===== src/hdl/bmr_pkg.sv =====
// Purpose: constants and types of the battery point responder
// Assumes: one 16-bit point per register address, 50 MHz reference clock
// Notes:   all offsets are point addresses on the register request port
package bmr_pkg;

  localparam int unsigned CLK_HZ          = 50_000_000;
  localparam int unsigned TICK_TIME_MS    = 1000;
  localparam int unsigned TICK_CYCLES_DEF = CLK_HZ / 1000 * TICK_TIME_MS;

  // implemented points
  localparam logic [15:0] ADDR_DEVICE_HB     = 16'h9c96;
  localparam logic [15:0] ADDR_CONTROLLER_HB = 16'h9c97;
  localparam logic [15:0] ADDR_ALARM_CLEAR   = 16'h9c98;
  localparam logic [15:0] ADDR_FAULT_BITS    = 16'h9ca5;
  localparam logic [15:0] ADDR_DC_VOLTAGE    = 16'h9ca9;
  localparam logic [15:0] ADDR_CHARGE_LIM    = 16'h9caa;
  localparam logic [15:0] ADDR_DISCHARGE_LIM = 16'h9cab;
  localparam logic [15:0] ADDR_STACK_CMD     = 16'h9cae;
  localparam logic [15:0] ADDR_TOTAL_CUR     = 16'h9cbf;

  // scale-factor points
  localparam logic [15:0] ADDR_SF_LIMIT      = 16'h9cb0;
  localparam logic [15:0] ADDR_SF_VOLTAGE    = 16'h9cb2;
  localparam logic [15:0] ADDR_SF_TOTAL_CUR  = 16'h9cc2;

  // unimplemented points of non-default type
  localparam logic [15:0] ADDR_UNIMP_S16_A   = 16'h9cb1;
  localparam logic [15:0] ADDR_UNIMP_S16_B   = 16'h9cb3;
  localparam logic [15:0] ADDR_CYCLE_CT_HI   = 16'h9ca0;
  localparam logic [15:0] ADDR_CYCLE_CT_LO   = 16'h9ca1;
  localparam logic [15:0] ADDR_PWR_REQ_HI    = 16'h9cac;
  localparam logic [15:0] ADDR_PWR_REQ_LO    = 16'h9cad;
  localparam logic [15:0] ADDR_STR_EVT2_HI   = 16'h9cd1;
  localparam logic [15:0] ADDR_STR_EVT2_LO   = 16'h9cd2;

  localparam logic [15:0] MAP_FIRST          = 16'h9c86;
  localparam logic [15:0] MAP_LAST           = 16'h9cd5;

  localparam logic [15:0] UNIMP_S16          = 16'h8000;
  localparam logic [15:0] UNIMP_U16          = 16'hffff;
  localparam logic [31:0] UNIMP_S32          = 32'h80000000;
  localparam logic [31:0] UNIMP_U32          = 32'hffffffff;

  // signed base-10 exponents, two's complement
  localparam logic [15:0] SF_VOLTAGE         = 16'hfffe;
  localparam logic [15:0] SF_LIMIT           = 16'hffff;
  localparam logic [15:0] SF_TOTAL_CUR       = 16'hffff;

  localparam logic [15:0] ALARM_CLEAR_VAL    = 16'h0001;
  localparam logic [15:0] CMD_DISCONNECT     = 16'h0000;
  localparam logic [15:0] CMD_CONNECT        = 16'h0001;
  localparam logic [4:0]  RO_CONN_MAX        = 5'h10;
  localparam int unsigned ALARM_BITS         = 16;
  localparam int unsigned WDOG_ALARM_BIT     = 0;

  typedef enum logic [2:0] {
    PK_IMPL   = 3'h0,
    PK_U16    = 3'h1,
    PK_S16    = 3'h2,
    PK_U32_HI = 3'h3,
    PK_U32_LO = 3'h4,
    PK_S32_HI = 3'h5,
    PK_S32_LO = 3'h6,
    PK_NONE   = 3'h7
  } bmr_kind_t;

  typedef enum logic [1:0] {
    ST_OPEN      = 2'h0,
    ST_PRECHARGE = 2'h1,
    ST_CLOSED    = 2'h2
  } bmr_stack_t;

endpackage : bmr_pkg


===== src/hdl/bmr_alarm_latch.sv =====
// Purpose: one latched alarm bit
// Assumes: condition and clear come from logic on the same clock
// Notes:   a clear cannot drop a bit whose condition is still present
`timescale 1ns/100ps
module bmr_alarm_latch (
  input  wire logic i_ref_clk,
  input  wire logic i_sys_rst,
  input  wire logic i_cond,
  input  wire logic i_clear,
  output logic      o_latched
);
  import bmr_pkg::*;

  typedef struct packed {
    logic latched;
  } bmr_latch_t;

  bmr_latch_t s_reg;
  bmr_latch_t s_next;

  always_comb begin
    s_next = s_reg;
    if (i_cond) begin
      s_next.latched = 1'b1;
    end else if (i_clear) begin
      s_next.latched = 1'b0;
    end
  end

  always_ff @(posedge i_ref_clk or posedge i_sys_rst) begin
    if (i_sys_rst) begin
      s_reg <= '0;
    end else begin
      s_reg <= s_next;
    end
  end

  assign o_latched = s_reg.latched;
endmodule // bmr_alarm_latch


===== src/hdl/bmr_responder.sv =====
// Contract
// - unimplemented 16-bit reads give 0x8000 signed, 0xFFFF unsigned or enumerated.
// - unimplemented 32-bit reads give 0x80000000 signed, all ones unsigned.
// - writes to unimplemented or non-writable points answer with a write error.
// - reading the alarm-clear point returns the unimplemented sentinel.
// - a fixed set of points in models 801 to 803 reads as unimplemented.
// - scale-factor points hold signed base-ten exponents of their values.
// - scale-factor values are constants and never change.
// - loss of controller communication disconnects the stacks.
// - only one read/write connection on port 502 is accepted.
// - grid variant adds read-only connections on port 11503.
// - device heartbeat counter at 40086 increments once per second.
// - controller heartbeat writes restart a watchdog; timeout faults and opens contactors.
// - writing 1 to the alarm-clear point clears latched alarms.
// - an alarm whose condition persists stays latched after a clear.
// - the stack command point connects or disconnects all stacks together.
// - when configured, precharge is sequenced automatically on connect.
// - fault bits, DC voltage and total DC current are readable.
// - charge and discharge current limits are readable with scale factors.
// - registers are 16 bits; partial reads of wider points are errors.
//
// Purpose: point map responder of a battery controller behind a Modbus engine
// Assumes: framing is done upstream; one register per request; inputs on i_ref_clk
// Notes:   answers come one cycle after each request
`timescale 1ns/100ps
module bmr_responder #(
  parameter int unsigned TICK_CYCLES = bmr_pkg::TICK_CYCLES_DEF
) (
  input  wire logic                          i_ref_clk,
  input  wire logic                          i_sys_rst,
  input  wire logic                          i_req_valid,
  input  wire logic                          i_req_write,
  input  wire logic [15:0]                   i_req_addr,
  input  wire logic [15:0]                   i_req_wdata,
  input  wire logic                          i_req_first,
  input  wire logic                          i_req_last,
  input  wire logic                          i_req_port_ro,
  input  wire logic                          i_conn_open,
  input  wire logic                          i_conn_close,
  input  wire logic                          i_conn_port_ro,
  input  wire logic                          i_grid_variant,
  input  wire logic                          i_wdog_enable,
  input  wire logic [15:0]                   i_wdog_period_s,
  input  wire logic [bmr_pkg::ALARM_BITS-1:0] i_alarm_cond,
  input  wire logic [15:0]                   i_dc_voltage,
  input  wire logic [15:0]                   i_charge_limit,
  input  wire logic [15:0]                   i_discharge_limit,
  input  wire logic [15:0]                   i_dc_current,
  input  wire logic                          i_precharge_cfg,
  input  wire logic                          i_precharge_done,
  output logic                               o_rsp_valid,
  output logic                               o_rsp_error,
  output logic [15:0]                        o_rsp_data,
  output logic                               o_conn_grant,
  output logic                               o_conn_deny,
  output logic                               o_contactor_close,
  output logic                               o_precharge_en,
  output logic                               o_stack_fault,
  output logic [bmr_pkg::ALARM_BITS-1:0]      o_alarm_latched
);
  import bmr_pkg::*;

  localparam logic [31:0] TICK_LAST = 32'(TICK_CYCLES - 1);

  typedef struct packed {
    logic        rsp_valid;
    logic        rsp_error;
    logic [15:0] rsp_data;
    logic [31:0] tick_cnt;
    logic [15:0] hb_cnt;
    logic [15:0] ctl_hb;
    logic [15:0] wd_secs;
    logic        wd_expired;
    logic        clr_pulse;
    logic [15:0] op_cmd;
    bmr_stack_t  stack_st;
    logic        rw_conn;
    logic [4:0]  ro_conns;
    logic        conn_grant;
    logic        conn_deny;
  } bmr_state_t;

  bmr_state_t                s_reg;
  bmr_state_t                s_next;
  bmr_kind_t                 kind;
  logic                      tick;
  logic                      writable;
  logic                      hb_write;
  logic [16:0]               wd_inc;
  logic [ALARM_BITS-1:0]     alarm_cond;
  logic [ALARM_BITS-1:0]     alarm_latched;

  // the unimplemented set and the types of its points
  function automatic bmr_kind_t point_kind(input logic [15:0] a);
    bmr_kind_t k;
    k = PK_U16;
    if (a < MAP_FIRST || a > MAP_LAST) begin
      k = PK_NONE;
    end else begin
      case (a)
        ADDR_DEVICE_HB, ADDR_CONTROLLER_HB, ADDR_FAULT_BITS,
        ADDR_DC_VOLTAGE, ADDR_CHARGE_LIM, ADDR_DISCHARGE_LIM,
        ADDR_STACK_CMD, ADDR_TOTAL_CUR, ADDR_SF_LIMIT,
        ADDR_SF_VOLTAGE, ADDR_SF_TOTAL_CUR: k = PK_IMPL;
        ADDR_ALARM_CLEAR:                   k = PK_U16;
        ADDR_UNIMP_S16_A, ADDR_UNIMP_S16_B: k = PK_S16;
        ADDR_CYCLE_CT_HI, ADDR_STR_EVT2_HI: k = PK_U32_HI;
        ADDR_CYCLE_CT_LO, ADDR_STR_EVT2_LO: k = PK_U32_LO;
        ADDR_PWR_REQ_HI:                    k = PK_S32_HI;
        ADDR_PWR_REQ_LO:                    k = PK_S32_LO;
        default:                            k = PK_U16;
      endcase
    end
    return k;
  endfunction

  assign kind     = point_kind(i_req_addr);
  assign tick     = (s_reg.tick_cnt == TICK_LAST);
  assign writable = (i_req_addr == ADDR_CONTROLLER_HB) || (i_req_addr == ADDR_ALARM_CLEAR) ||
                    (i_req_addr == ADDR_STACK_CMD);
  assign hb_write = i_req_valid && i_req_write && !i_req_port_ro &&
                    (i_req_addr == ADDR_CONTROLLER_HB);
  assign wd_inc   = {1'b0, s_reg.wd_secs} + 17'h00001;

  // the watchdog timeout counts as a latched alarm while it persists
  always_comb begin
    alarm_cond                 = i_alarm_cond;
    alarm_cond[WDOG_ALARM_BIT] = i_alarm_cond[WDOG_ALARM_BIT] | s_reg.wd_expired;
  end

  genvar g;
  generate
    for (g = 0; g < ALARM_BITS; g++) begin : g_alarm
      bmr_alarm_latch u_latch (
        .i_ref_clk (i_ref_clk),
        .i_sys_rst (i_sys_rst),
        .i_cond    (alarm_cond[g]),
        .i_clear   (s_reg.clr_pulse),
        .o_latched (alarm_latched[g])
      );
    end
  endgenerate

  always_comb begin
    s_next            = s_reg;
    s_next.rsp_valid  = 1'b0;
    s_next.rsp_error  = 1'b0;
    s_next.clr_pulse  = 1'b0;
    s_next.conn_grant = 1'b0;
    s_next.conn_deny  = 1'b0;

    s_next.tick_cnt = tick ? 32'h00000000 : s_reg.tick_cnt + 32'h00000001;
    if (tick) begin
      s_next.hb_cnt = s_reg.hb_cnt + 16'h0001;
    end

    // supervision off means no fault can ever be raised by it
    if (!i_wdog_enable) begin
      s_next.wd_secs    = 16'h0000;
      s_next.wd_expired = 1'b0;
    end else if (hb_write) begin
      s_next.wd_secs    = 16'h0000;
      s_next.wd_expired = 1'b0;
    end else if (tick && !s_reg.wd_expired) begin
      s_next.wd_secs = wd_inc[15:0];
      if (wd_inc >= {1'b0, i_wdog_period_s}) begin
        s_next.wd_expired = 1'b1;
      end
    end

    if (i_req_valid) begin
      s_next.rsp_valid = 1'b1;
      s_next.rsp_data  = 16'h0000;
      if (i_req_write) begin
        if (i_req_port_ro) begin
          s_next.rsp_error = 1'b1;
        end else if (!writable) begin
          s_next.rsp_error = 1'b1;
        end else if (i_req_addr == ADDR_CONTROLLER_HB) begin
          s_next.ctl_hb = i_req_wdata;
        end else if (i_req_addr == ADDR_ALARM_CLEAR) begin
          s_next.clr_pulse = (i_req_wdata == ALARM_CLEAR_VAL);
        end else if (i_req_wdata == CMD_CONNECT || i_req_wdata == CMD_DISCONNECT) begin
          s_next.op_cmd = i_req_wdata;
        end else begin
          s_next.rsp_error = 1'b1;
        end
      end else begin
        case (kind)
          PK_NONE: s_next.rsp_error = 1'b1;
          PK_U16:  s_next.rsp_data  = UNIMP_U16;
          PK_S16:  s_next.rsp_data  = UNIMP_S16;
          PK_U32_HI: begin
            s_next.rsp_error = i_req_last;
            s_next.rsp_data  = i_req_last ? 16'h0000 : UNIMP_U32[31:16];
          end
          PK_U32_LO: begin
            s_next.rsp_error = i_req_first;
            s_next.rsp_data  = i_req_first ? 16'h0000 : UNIMP_U32[15:0];
          end
          PK_S32_HI: begin
            s_next.rsp_error = i_req_last;
            s_next.rsp_data  = i_req_last ? 16'h0000 : UNIMP_S32[31:16];
          end
          PK_S32_LO: begin
            s_next.rsp_error = i_req_first;
            s_next.rsp_data  = i_req_first ? 16'h0000 : UNIMP_S32[15:0];
          end
          default: begin
            case (i_req_addr)
              ADDR_DEVICE_HB:     s_next.rsp_data = s_reg.hb_cnt;
              ADDR_CONTROLLER_HB: s_next.rsp_data = s_reg.ctl_hb;
              ADDR_FAULT_BITS:    s_next.rsp_data = alarm_latched;
              ADDR_DC_VOLTAGE:    s_next.rsp_data = i_dc_voltage;
              ADDR_TOTAL_CUR:     s_next.rsp_data = i_dc_current;
              ADDR_CHARGE_LIM:    s_next.rsp_data = i_charge_limit;
              ADDR_DISCHARGE_LIM: s_next.rsp_data = i_discharge_limit;
              ADDR_STACK_CMD:     s_next.rsp_data = s_reg.op_cmd;
              ADDR_SF_VOLTAGE:    s_next.rsp_data = SF_VOLTAGE;
              ADDR_SF_LIMIT:      s_next.rsp_data = SF_LIMIT;
              ADDR_SF_TOTAL_CUR:  s_next.rsp_data = SF_TOTAL_CUR;
              default:            s_next.rsp_data = UNIMP_U16;
            endcase
          end
        endcase
      end
    end

    // a timeout overrides any pending connect so stacks cannot reclose by themselves
    if (s_reg.wd_expired) begin
      s_next.op_cmd   = CMD_DISCONNECT;
      s_next.stack_st = ST_OPEN;
    end else begin
      case (s_reg.stack_st)
        ST_OPEN: begin
          if (s_reg.op_cmd == CMD_CONNECT) begin
            s_next.stack_st = i_precharge_cfg ? ST_PRECHARGE : ST_CLOSED;
          end
        end
        ST_PRECHARGE: begin
          if (s_reg.op_cmd != CMD_CONNECT) begin
            s_next.stack_st = ST_OPEN;
          end else if (i_precharge_done) begin
            s_next.stack_st = ST_CLOSED;
          end
        end
        ST_CLOSED: begin
          if (s_reg.op_cmd != CMD_CONNECT) begin
            s_next.stack_st = ST_OPEN;
          end
        end
        default: s_next.stack_st = ST_OPEN;
      endcase
    end

    // admission; an open in the same cycle as a close is served and the close is dropped
    if (i_conn_open) begin
      if (!i_conn_port_ro) begin
        if (s_reg.rw_conn) begin
          s_next.conn_deny = 1'b1;
        end else begin
          s_next.rw_conn    = 1'b1;
          s_next.conn_grant = 1'b1;
        end
      end else if (i_grid_variant && s_reg.ro_conns < RO_CONN_MAX) begin
        s_next.ro_conns   = s_reg.ro_conns + 5'h01;
        s_next.conn_grant = 1'b1;
      end else begin
        s_next.conn_deny = 1'b1;
      end
    end else if (i_conn_close) begin
      if (!i_conn_port_ro) begin
        s_next.rw_conn = 1'b0;
      end else if (s_reg.ro_conns != 5'h00) begin
        s_next.ro_conns = s_reg.ro_conns - 5'h01;
      end
    end
  end

  always_ff @(posedge i_ref_clk or posedge i_sys_rst) begin
    if (i_sys_rst) begin
      s_reg <= '0;
    end else begin
      s_reg <= s_next;
    end
  end

  assign o_rsp_valid       = s_reg.rsp_valid;
  assign o_rsp_error       = s_reg.rsp_error;
  assign o_rsp_data        = s_reg.rsp_data;
  assign o_conn_grant      = s_reg.conn_grant;
  assign o_conn_deny       = s_reg.conn_deny;
  assign o_contactor_close = (s_reg.stack_st == ST_CLOSED);
  assign o_precharge_en    = (s_reg.stack_st == ST_PRECHARGE);
  assign o_stack_fault     = s_reg.wd_expired;
  assign o_alarm_latched   = alarm_latched;
endmodule // bmr_responder


===== config.mk =====
export PLATFORM = sky130hd
export DESIGN_NAME = bmr_responder
export DESIGN_NICKNAME = d
export VERILOG_FILES = /design/src/hdl/bmr_pkg.sv /design/src/hdl/bmr_alarm_latch.sv /design/src/hdl/bmr_responder.sv
export SDC_FILE = /design/constraint.sdc
export NUM_CORES = 1
export LEC_CHECK = 0
export ABC_AREA = 1
export CORE_ASPECT_RATIO = 1.1
export CORE_MARGIN = 3
export CORE_UTILIZATION = 45
export DETAILED_ROUTE_END_ITERATION = 7
export DONT_BUFFER_PORTS = 1
export SETUP_SLACK_MARGIN = 0.1
export SYNTH_ARGS = -nofsm -noshare
export SYNTH_HDL_FRONTEND = slang
export SYNTH_SLANG_ARGS = --single-unit

===== constraint.sdc =====
create_clock -name i_ref_clk -period 12 [get_ports i_ref_clk]
set_clock_uncertainty 0.05 [all_clocks]
set_input_delay 0.6 -clock i_ref_clk [delete_from_list [all_inputs] [get_ports i_ref_clk]]
set_output_delay 0.6 -clock i_ref_clk [all_outputs]
set_load 0.01 [all_outputs]

==> results of run 1 <==
[worst min path at each step]
stage / cells past startpoint / end / startpoint / slack, ns
after floorplan: 1 / s_reg[76]$_DFF_PP0_ / s_reg[76]$_DFF_PP0_ / 0.38
after global placement: 1 / s_reg[76]$_DFF_PP0_ / s_reg[76]$_DFF_PP0_ / 0.41
after detailed placement: 1 / s_reg[78]$_DFF_PP0_ / s_reg[78]$_DFF_PP0_ / 0.44
after CTS: 1 / s_reg[3]$_DFFE_PP0P_ / i_sys_rst / 0.10
after global routing: 0 / o_rsp_valid$_DFF_PP0_ / i_req_valid / 0.13
final: 1 / s_reg[107]$_DFF_PP0_ / i_sys_rst / 0.09
[cell usage in the layout, fill, tap and decap left out, types with 6 or more instances in the layout]
cell type	count
o21ai_0	78
nand3_1	111
nand4_1	42
nor2_1	206
a21oi_1	35
o22ai_1	11
o21bai_1	15
o21a_1	6
xnor2_1	6
inv_6	6
xor2_1	41
nor3_1	40
nand3_2	6
nor2_2	9
clkbuf_16	17
inv_2	7
inv_1	237
nor4_1	15
ha_1	22
dfrtp_1	142
nand2_1	228
[worst reg2reg max path, stage by stage, from the launching register on]
cell and delay [ns]:
dfrtp_1 0.40, ha_1 0.21, nand3_1 0.18, nor4_1 0.49, nand3_1 0.21, xor2_1 0.26
inv_1 0.07, ha_1 0.31, inv_1 0.06, nor3_1 0.19, nand4_1 0.15, nor3_1 0.16
nand2_1 0.07, nand3_1 0.09, nand3_1 0.09, nand2_1 0.07
[logic make-up (layout without fill, tap and decap cells)]
| kind of cell | Yosys count | after routing | synth area share (%) |
|---|---|---|---|
| simple gates | 671 | 671 | 31.5 |
| buf+inv | 306 | 284 | 13.7 |
| compound gates | 158 | 158 | 9.50 |
| flops | 142 | 142 | 37.7 |
| xor+xnor | 47 | 47 | 4.37 |
| fa+ha+maj | 22 | 22 | 2.92 |
| mux | 2 | 2 | 0.213 |
[power by group]
group / internal, mW / leakage, nW / switching, mW / total (mW)
Clock: 0.321 / 0.288 / 0.225 / 0.547
Combinational: 0.0313 / 3.12 / 0.0629 / 0.0943
Sequential: 0.490 / 1.79 / 0.0116 / 0.502
Total: 0.843 / 5.20 / 0.300 / 1.14
[layout make-up]
class                   count  share of cell area (%)
inverters                 249                    9.39
clock buffers              19                    4.53
repair buffers              3                   0.225
multi-input cells         900                    45.7
clock inverters            13                    1.53
flip-flops and latches    142                    35.5
well taps                 252                    3.15
[per-stage QoR]
step / setup WS [ns] / total power [mW] / util [%]
2_1_floorplan: 7.54 / 0.585 / -
3_3_place_gp: 8.61 / 0.604 / 46.5
3_5_place_dp: 8.57 / 0.606 / 46.5
4_1_cts: 8.85 / 1.15 / 49.5
5_1_grt: 8.58 / 1.19 / 49.5
6_report: 8.88 / 1.14 / 49.5
[metal layers]
layer | wire length [um] | GRT usage (%)
met1 | 11000 | 29.8
met3 | 2120 | 6.22
met4 | 971 | 9.96
met5 | 0 | 0
met2 | 12800 | 40.7
==> out/qor.yml, run 1 <==
r2r_setup_slack_ns: 8.88
initial_core_util_pct: 46.6
rsz0062_at_grt: "no"
synth_edf_count: 0
drc: 0
syn_inst: 1348
synth_area_sq_mm: 0.00942
syn_avg_cell_area_sq_um: 6.99
cts_buffer_depth: 2
crit_family: "simple AND/OR/NAND/NOR gates"
setup_tns_ns: 0
design_area_sq_mm: 0.0100
outcome: "finished clean"
multi_input_area_sq_mm: 0.00457
min_period_ns: 3.12
final_cells: 1578
core_area_sq_mm: 0.0202
ys.flop_type: "dfrtp_1"
yosys.cell_types.count: 41
fp.dieH_um: 158
path_clk_slew_ns: 0.06
grt_pass1_vias: 8210
synth-seq-cells: 142
seqCellArea_sq_mm: 0.00355
slew_violations: 0
n_fill_cell: 2090
tightestPinTransition_ns: 1.08
placed_area_sq_mm: 0.00940
post-route-period-util_pct: 26.0
synth_top_area_share_pct: 37.7
h-tree-depth: 4
via_per_inst: 5.35
fmax_mhz: 321
core.rowCount: 54
fin_nets: 1477
io_buffers: 0
die_w_um: 144
cp-startpoint: "s_reg[28]$_DFFE_PP0P_"
drt_iter0_drc: 570
critical_path_class: "reg -> reg"
crit_path_end: "o_stack_fault$_DFFE_PP0P_"
num_antenna_cells: 0
critical_path.max_fanout: 4
ys_warn_count: 0
num_vias: 8448
die_area_sq_mm: 0.0227
worstSetupStartpointType: "flip-flop"
crit_top_cell: "nand3_1"
grt_usage_pct: 24.3
hold_buffers: 0
hold_violations: 0
whs_ns: 0.0861
cts-root-buf: "clkbuf_16"
critPathRequiredTime_ns: 12.31
rr_endpoint: "o_stack_fault$_DFFE_PP0P_"
clk_latency_ns: 0.43
wl_per_cell_um: 17.1
cts_tree: "yes"
io_pins: 181
firstDrtPassIters: 5
async_flop_share_pct: 100
cts_resized: 0
finalWirelength_um: 26900
antenna_left: 0
relSlewSlack_pct: 27.6
gp_congestion: 0.925
power.density_mw_per_mm2: 114
largest_register_ffs: 105
cts_setup_buffers: 0
slowest_delay_ns: 0.49
cts-buffers-inserted: 17
hp-class: "in -> async"
ys_top_cells_by_count: "inv_1, nand2_1, nor2_1, dfrtp_1, nand3_1"
yosys.area.top_type: "dfrtp_1"
p_leak_nw: 5.20
r2r_cells: 15
ys_seq_area_share_pct: 37.7
crit_path_cell_trace: "ha_1 > nand3_1 > nor4_1 > nand3_1 > xor2_1 > inv_1 > ha_1 > inv_1 > nor3_1 > nand4_1 > nor3_1 > nand2_1 > nand3_1 > nand3_1 > nand2_1"
synth.most_common_cell: "inv_1"
grt-ovfl-total: 0
grt_max_degree: 73
peakVddDrop_v: 0.0000866
cp-end-kind: "flip-flop"
grt_first_pass_wirelength_um: 43000
cpMaxStageDelayCell: "nor4_1"
area_delta_synth_final_pct: 6.24
dp.cells: 1546
crit_cells: 15
drive_gt1_share_pct: 4.83
synth_nets: 1512
hpwl_um: 21400
cp_num_buf_inv: 2
cp.arrival_ns: 3.43
clock_sinks: 142
r2r-start: "s_reg[28]$_DFFE_PP0P_"
maxCapViolations: 0
synth_area_leaders: "dfrtp_1, inv_1, nand2_1"
finalSetupViolCount: 0
antenna_found_initial: 0
Note: power is estimated with default switching activity, not from simulation.
==> run 2: changes to the inputs <==
clock period = 2.7 ns   (was 12 ns; I/O delays follow)
==> run 2 against run 1 <==
Effect of this change: non-clock buffer count grew 87; sequential power grew to 4.4 times the previous value; via count grew 4.7%; die area is the same; count of clock-buffer cells in the layout shrank 2; critical path depth grew 1; clock power grew to 4.4 times the previous value; critical endpoint unchanged; largest cell class unchanged; highest routed layer unchanged.
==> out/qor.yml, run 2 (same netlist as run 1, synthesis figures left out) <==
outcome: "finished clean"
grt_pass1_vias: 8491
cp.arrival_ns: 2.96
maxCapViolations: 0
die_w_um: 144
grt_usage_pct: 25.0
crit_top_cell: "nand2_1"
power.switching_mw: 1.42
comb_power_share_pct: 9.8
finalSetupViolCount: 0
rsz0062_at_grt: "yes"
slowest_delay_ns: 0.40
hp-class: "in -> reg"
core.rowCount: 54
firstDrtPassIters: 7
cp-end-kind: "flip-flop"
cts_tree: "yes"
clk_latency_ns: 0.43
relSlewSlack_pct: 50.1
crit_path_cell_trace: "ha_2 > nand3_2 > nor4_2 > buf_4 > buf_4 > xor2_1 > inv_1 > ha_4 > nand2_1 > nor3_2 > nand4_1 > nor3_2 > nand2_1 > nand3_1 > nand3_1 > nand2_1"
p_leak_nw: 5.60
wl_per_cell_um: 17.1
clock_sinks: 142
hold_path_depth: 4
design_area_sq_mm: 0.0110
io_pins: 181
initial_core_util_pct: 46.6
cts-root-buf: "clkbuf_16"
hp-start: "i_wdog_enable"
r2r-start: "s_reg[29]$_DFFE_PP0P_"
critPathRequiredTime_ns: 3.02
hold_violations: 0
cts-buffers-inserted: 17
critical_path_class: "reg -> reg"
via_per_inst: 5.31
num_antenna_cells: 0
antenna_found_initial: 0
finalWirelength_um: 28500
cpMaxStageDelayCell: "dfrtp_1"
io_buffers: 0
netSwitchingFraction_pct: 27.7
min_period_ns: 2.64
drc: 0
seqPwrFrac_pct: 43.6
tightestPinTransition_ns: 0.739
fin_nets: 1564
drive_gt1_share_pct: 9.27
clkPwrFrac_pct: 46.6
rr_endpoint: "o_stack_fault$_DFFE_PP0P_"
h-tree-depth: 4
post-route-period-util_pct: 97.7
power.density_mw_per_mm2: 465
grt_max_degree: 43
antenna_left: 0
r2r_setup_slack_ns: 0.06
path_clk_slew_ns: 0.07
worstSetupStartpointType: "flip-flop"
drt_iter0_drc: 561
num_vias: 8842
gp_congestion: 0.926
area_delta_synth_final_pct: 16.5
cts_buffer_depth: 2
hpwl_um: 21900
fp.dieH_um: 158
peakVddDrop_v: 0.000474
critical_path.max_fanout: 3
p_int_mw: 3.69
fmax_mhz: 379
r2r_cells: 16
grt_first_pass_wirelength_um: 44700
slew_violations: 0
largest_register_ffs: 105
final_common_cell: "inv_1"
power_mw: 5.11
holdPathEnd: "o_stack_fault$_DFFE_PP0P_"
core_area_sq_mm: 0.0202
grt-ovfl-total: 0
placed_area_sq_mm: 0.00960
die_area_sq_mm: 0.0227
mostFrequentLayoutCells: "inv_1, nand2_1, nor2_1"
[run 2: cell count changes in the layout (fill, tap and decap cells not counted), moves of 3 or more]
| cell | delta |
|---|---|
| buf_4 | +36 |
| dlygate4sd3_1 | +49 |
| ha_1 | -5 |
| ha_4 | +4 |
| inv_8 | +4 |
| nand3_1 | -4 |
| nor2_1 | -6 |
| nor2_4 | +4 |
| nor3_1 | -3 |
| xor2_1 | -3 |
| xor2_2 | +3 |
[run 2: final cells by class]
cell class,count,area [sq um]
clock buffers,17,425
clock inverters,15,169
fillers,1995,9230
inverters,249,938
multi-input cells,900,4760
flip-flops and latches,142,3550
well taps,252,315
repair buffers,90,815
[run 2: how the worst max path moves through the flow]
stage / start / end / slack [ns]
global route: s_reg[29]$_DFFE_PP0P_ / o_stack_fault$_DFFE_PP0P_ / -0.15
CTS: s_reg[28]$_DFFE_PP0P_ / o_stack_fault$_DFFE_PP0P_ / 0.09
detailed placement: s_reg[29]$_DFFE_PP0P_ / o_stack_fault$_DFFE_PP0P_ / -0.07
global placement: s_reg[28]$_DFFE_PP0P_ / o_stack_fault$_DFFE_PP0P_ / -0.007
floorplan: s_reg[28]$_DFFE_PP0P_ / o_stack_fault$_DFFE_PP0P_ / 0.15
finish: s_reg[29]$_DFFE_PP0P_ / o_stack_fault$_DFFE_PP0P_ / 0.06
[run 2: timing repair]
item / CTS / global route
buffers inserted: 4 / 9
hold buffers: 49 / 0
setup endpoints to repair: 1 / 1
gates cloned: 0 / 0
gates resized for setup: 6 / 31
endpoints found under the hold margin: 78 / 0
pin swaps: 14 / 28
[run 2: stage by stage]
| step | hold slack [ns] | utilization (%) | cells | worst slack, ns | TNS, ns |
|---|---|---|---|---|---|
| after floorplan | 0.116 | - | 1348 | 0.149 | 0 |
| after global placement | 0.0823 | 47.5 | 1571 | -0.00676 | -0.00676 |
| after detailed placement | 0.0794 | 47.5 | 1571 | -0.0691 | -0.0691 |
| after CTS | 0.00118 | 53.2 | 1656 | 0.0853 | 0 |
| after global routing | 0.0155 | 54.3 | 1665 | -0.151 | -0.151 |
| final | 0.0109 | 54.3 | 1665 | 0.0615 | 0 |
[run 2: critical path: cells and delay by family (launching register included)]
family | cells | cell delay [ns]
DFF | 1 | 0.40
buffers and inverters | 3 | 0.38
and+or+nand+nor | 10 | 1.09
xor gates and xnor gates | 1 | 0.17
adders and majority gates | 2 | 0.50
[run 2: power groups by stage]
| stage | Clock [mW] | Sequential, mW | Combinational (mW) |
|---|---|---|---|
| floorplan | 0 | 2.26 | 0.343 |
| global placement | 0 | 2.27 | 0.427 |
| detailed placement | 0 | 2.27 | 0.431 |
| CTS | 2.42 | 2.23 | 0.496 |
| global route | 2.51 | 2.24 | 0.572 |
| finish | 2.38 | 2.23 | 0.500 |
[run 2: layer usage]
metal / vias to the layer above / GRT usage (%) / share of wire (%)
li1: 4390 / - / -
met1: 4115 / 31.9 / 41
met2: 290 / 42.9 / 49
met3: 47 / 4.23 / 6.4
met4: 0 / 8.74 / 3.0
met5: - / 0 / 0
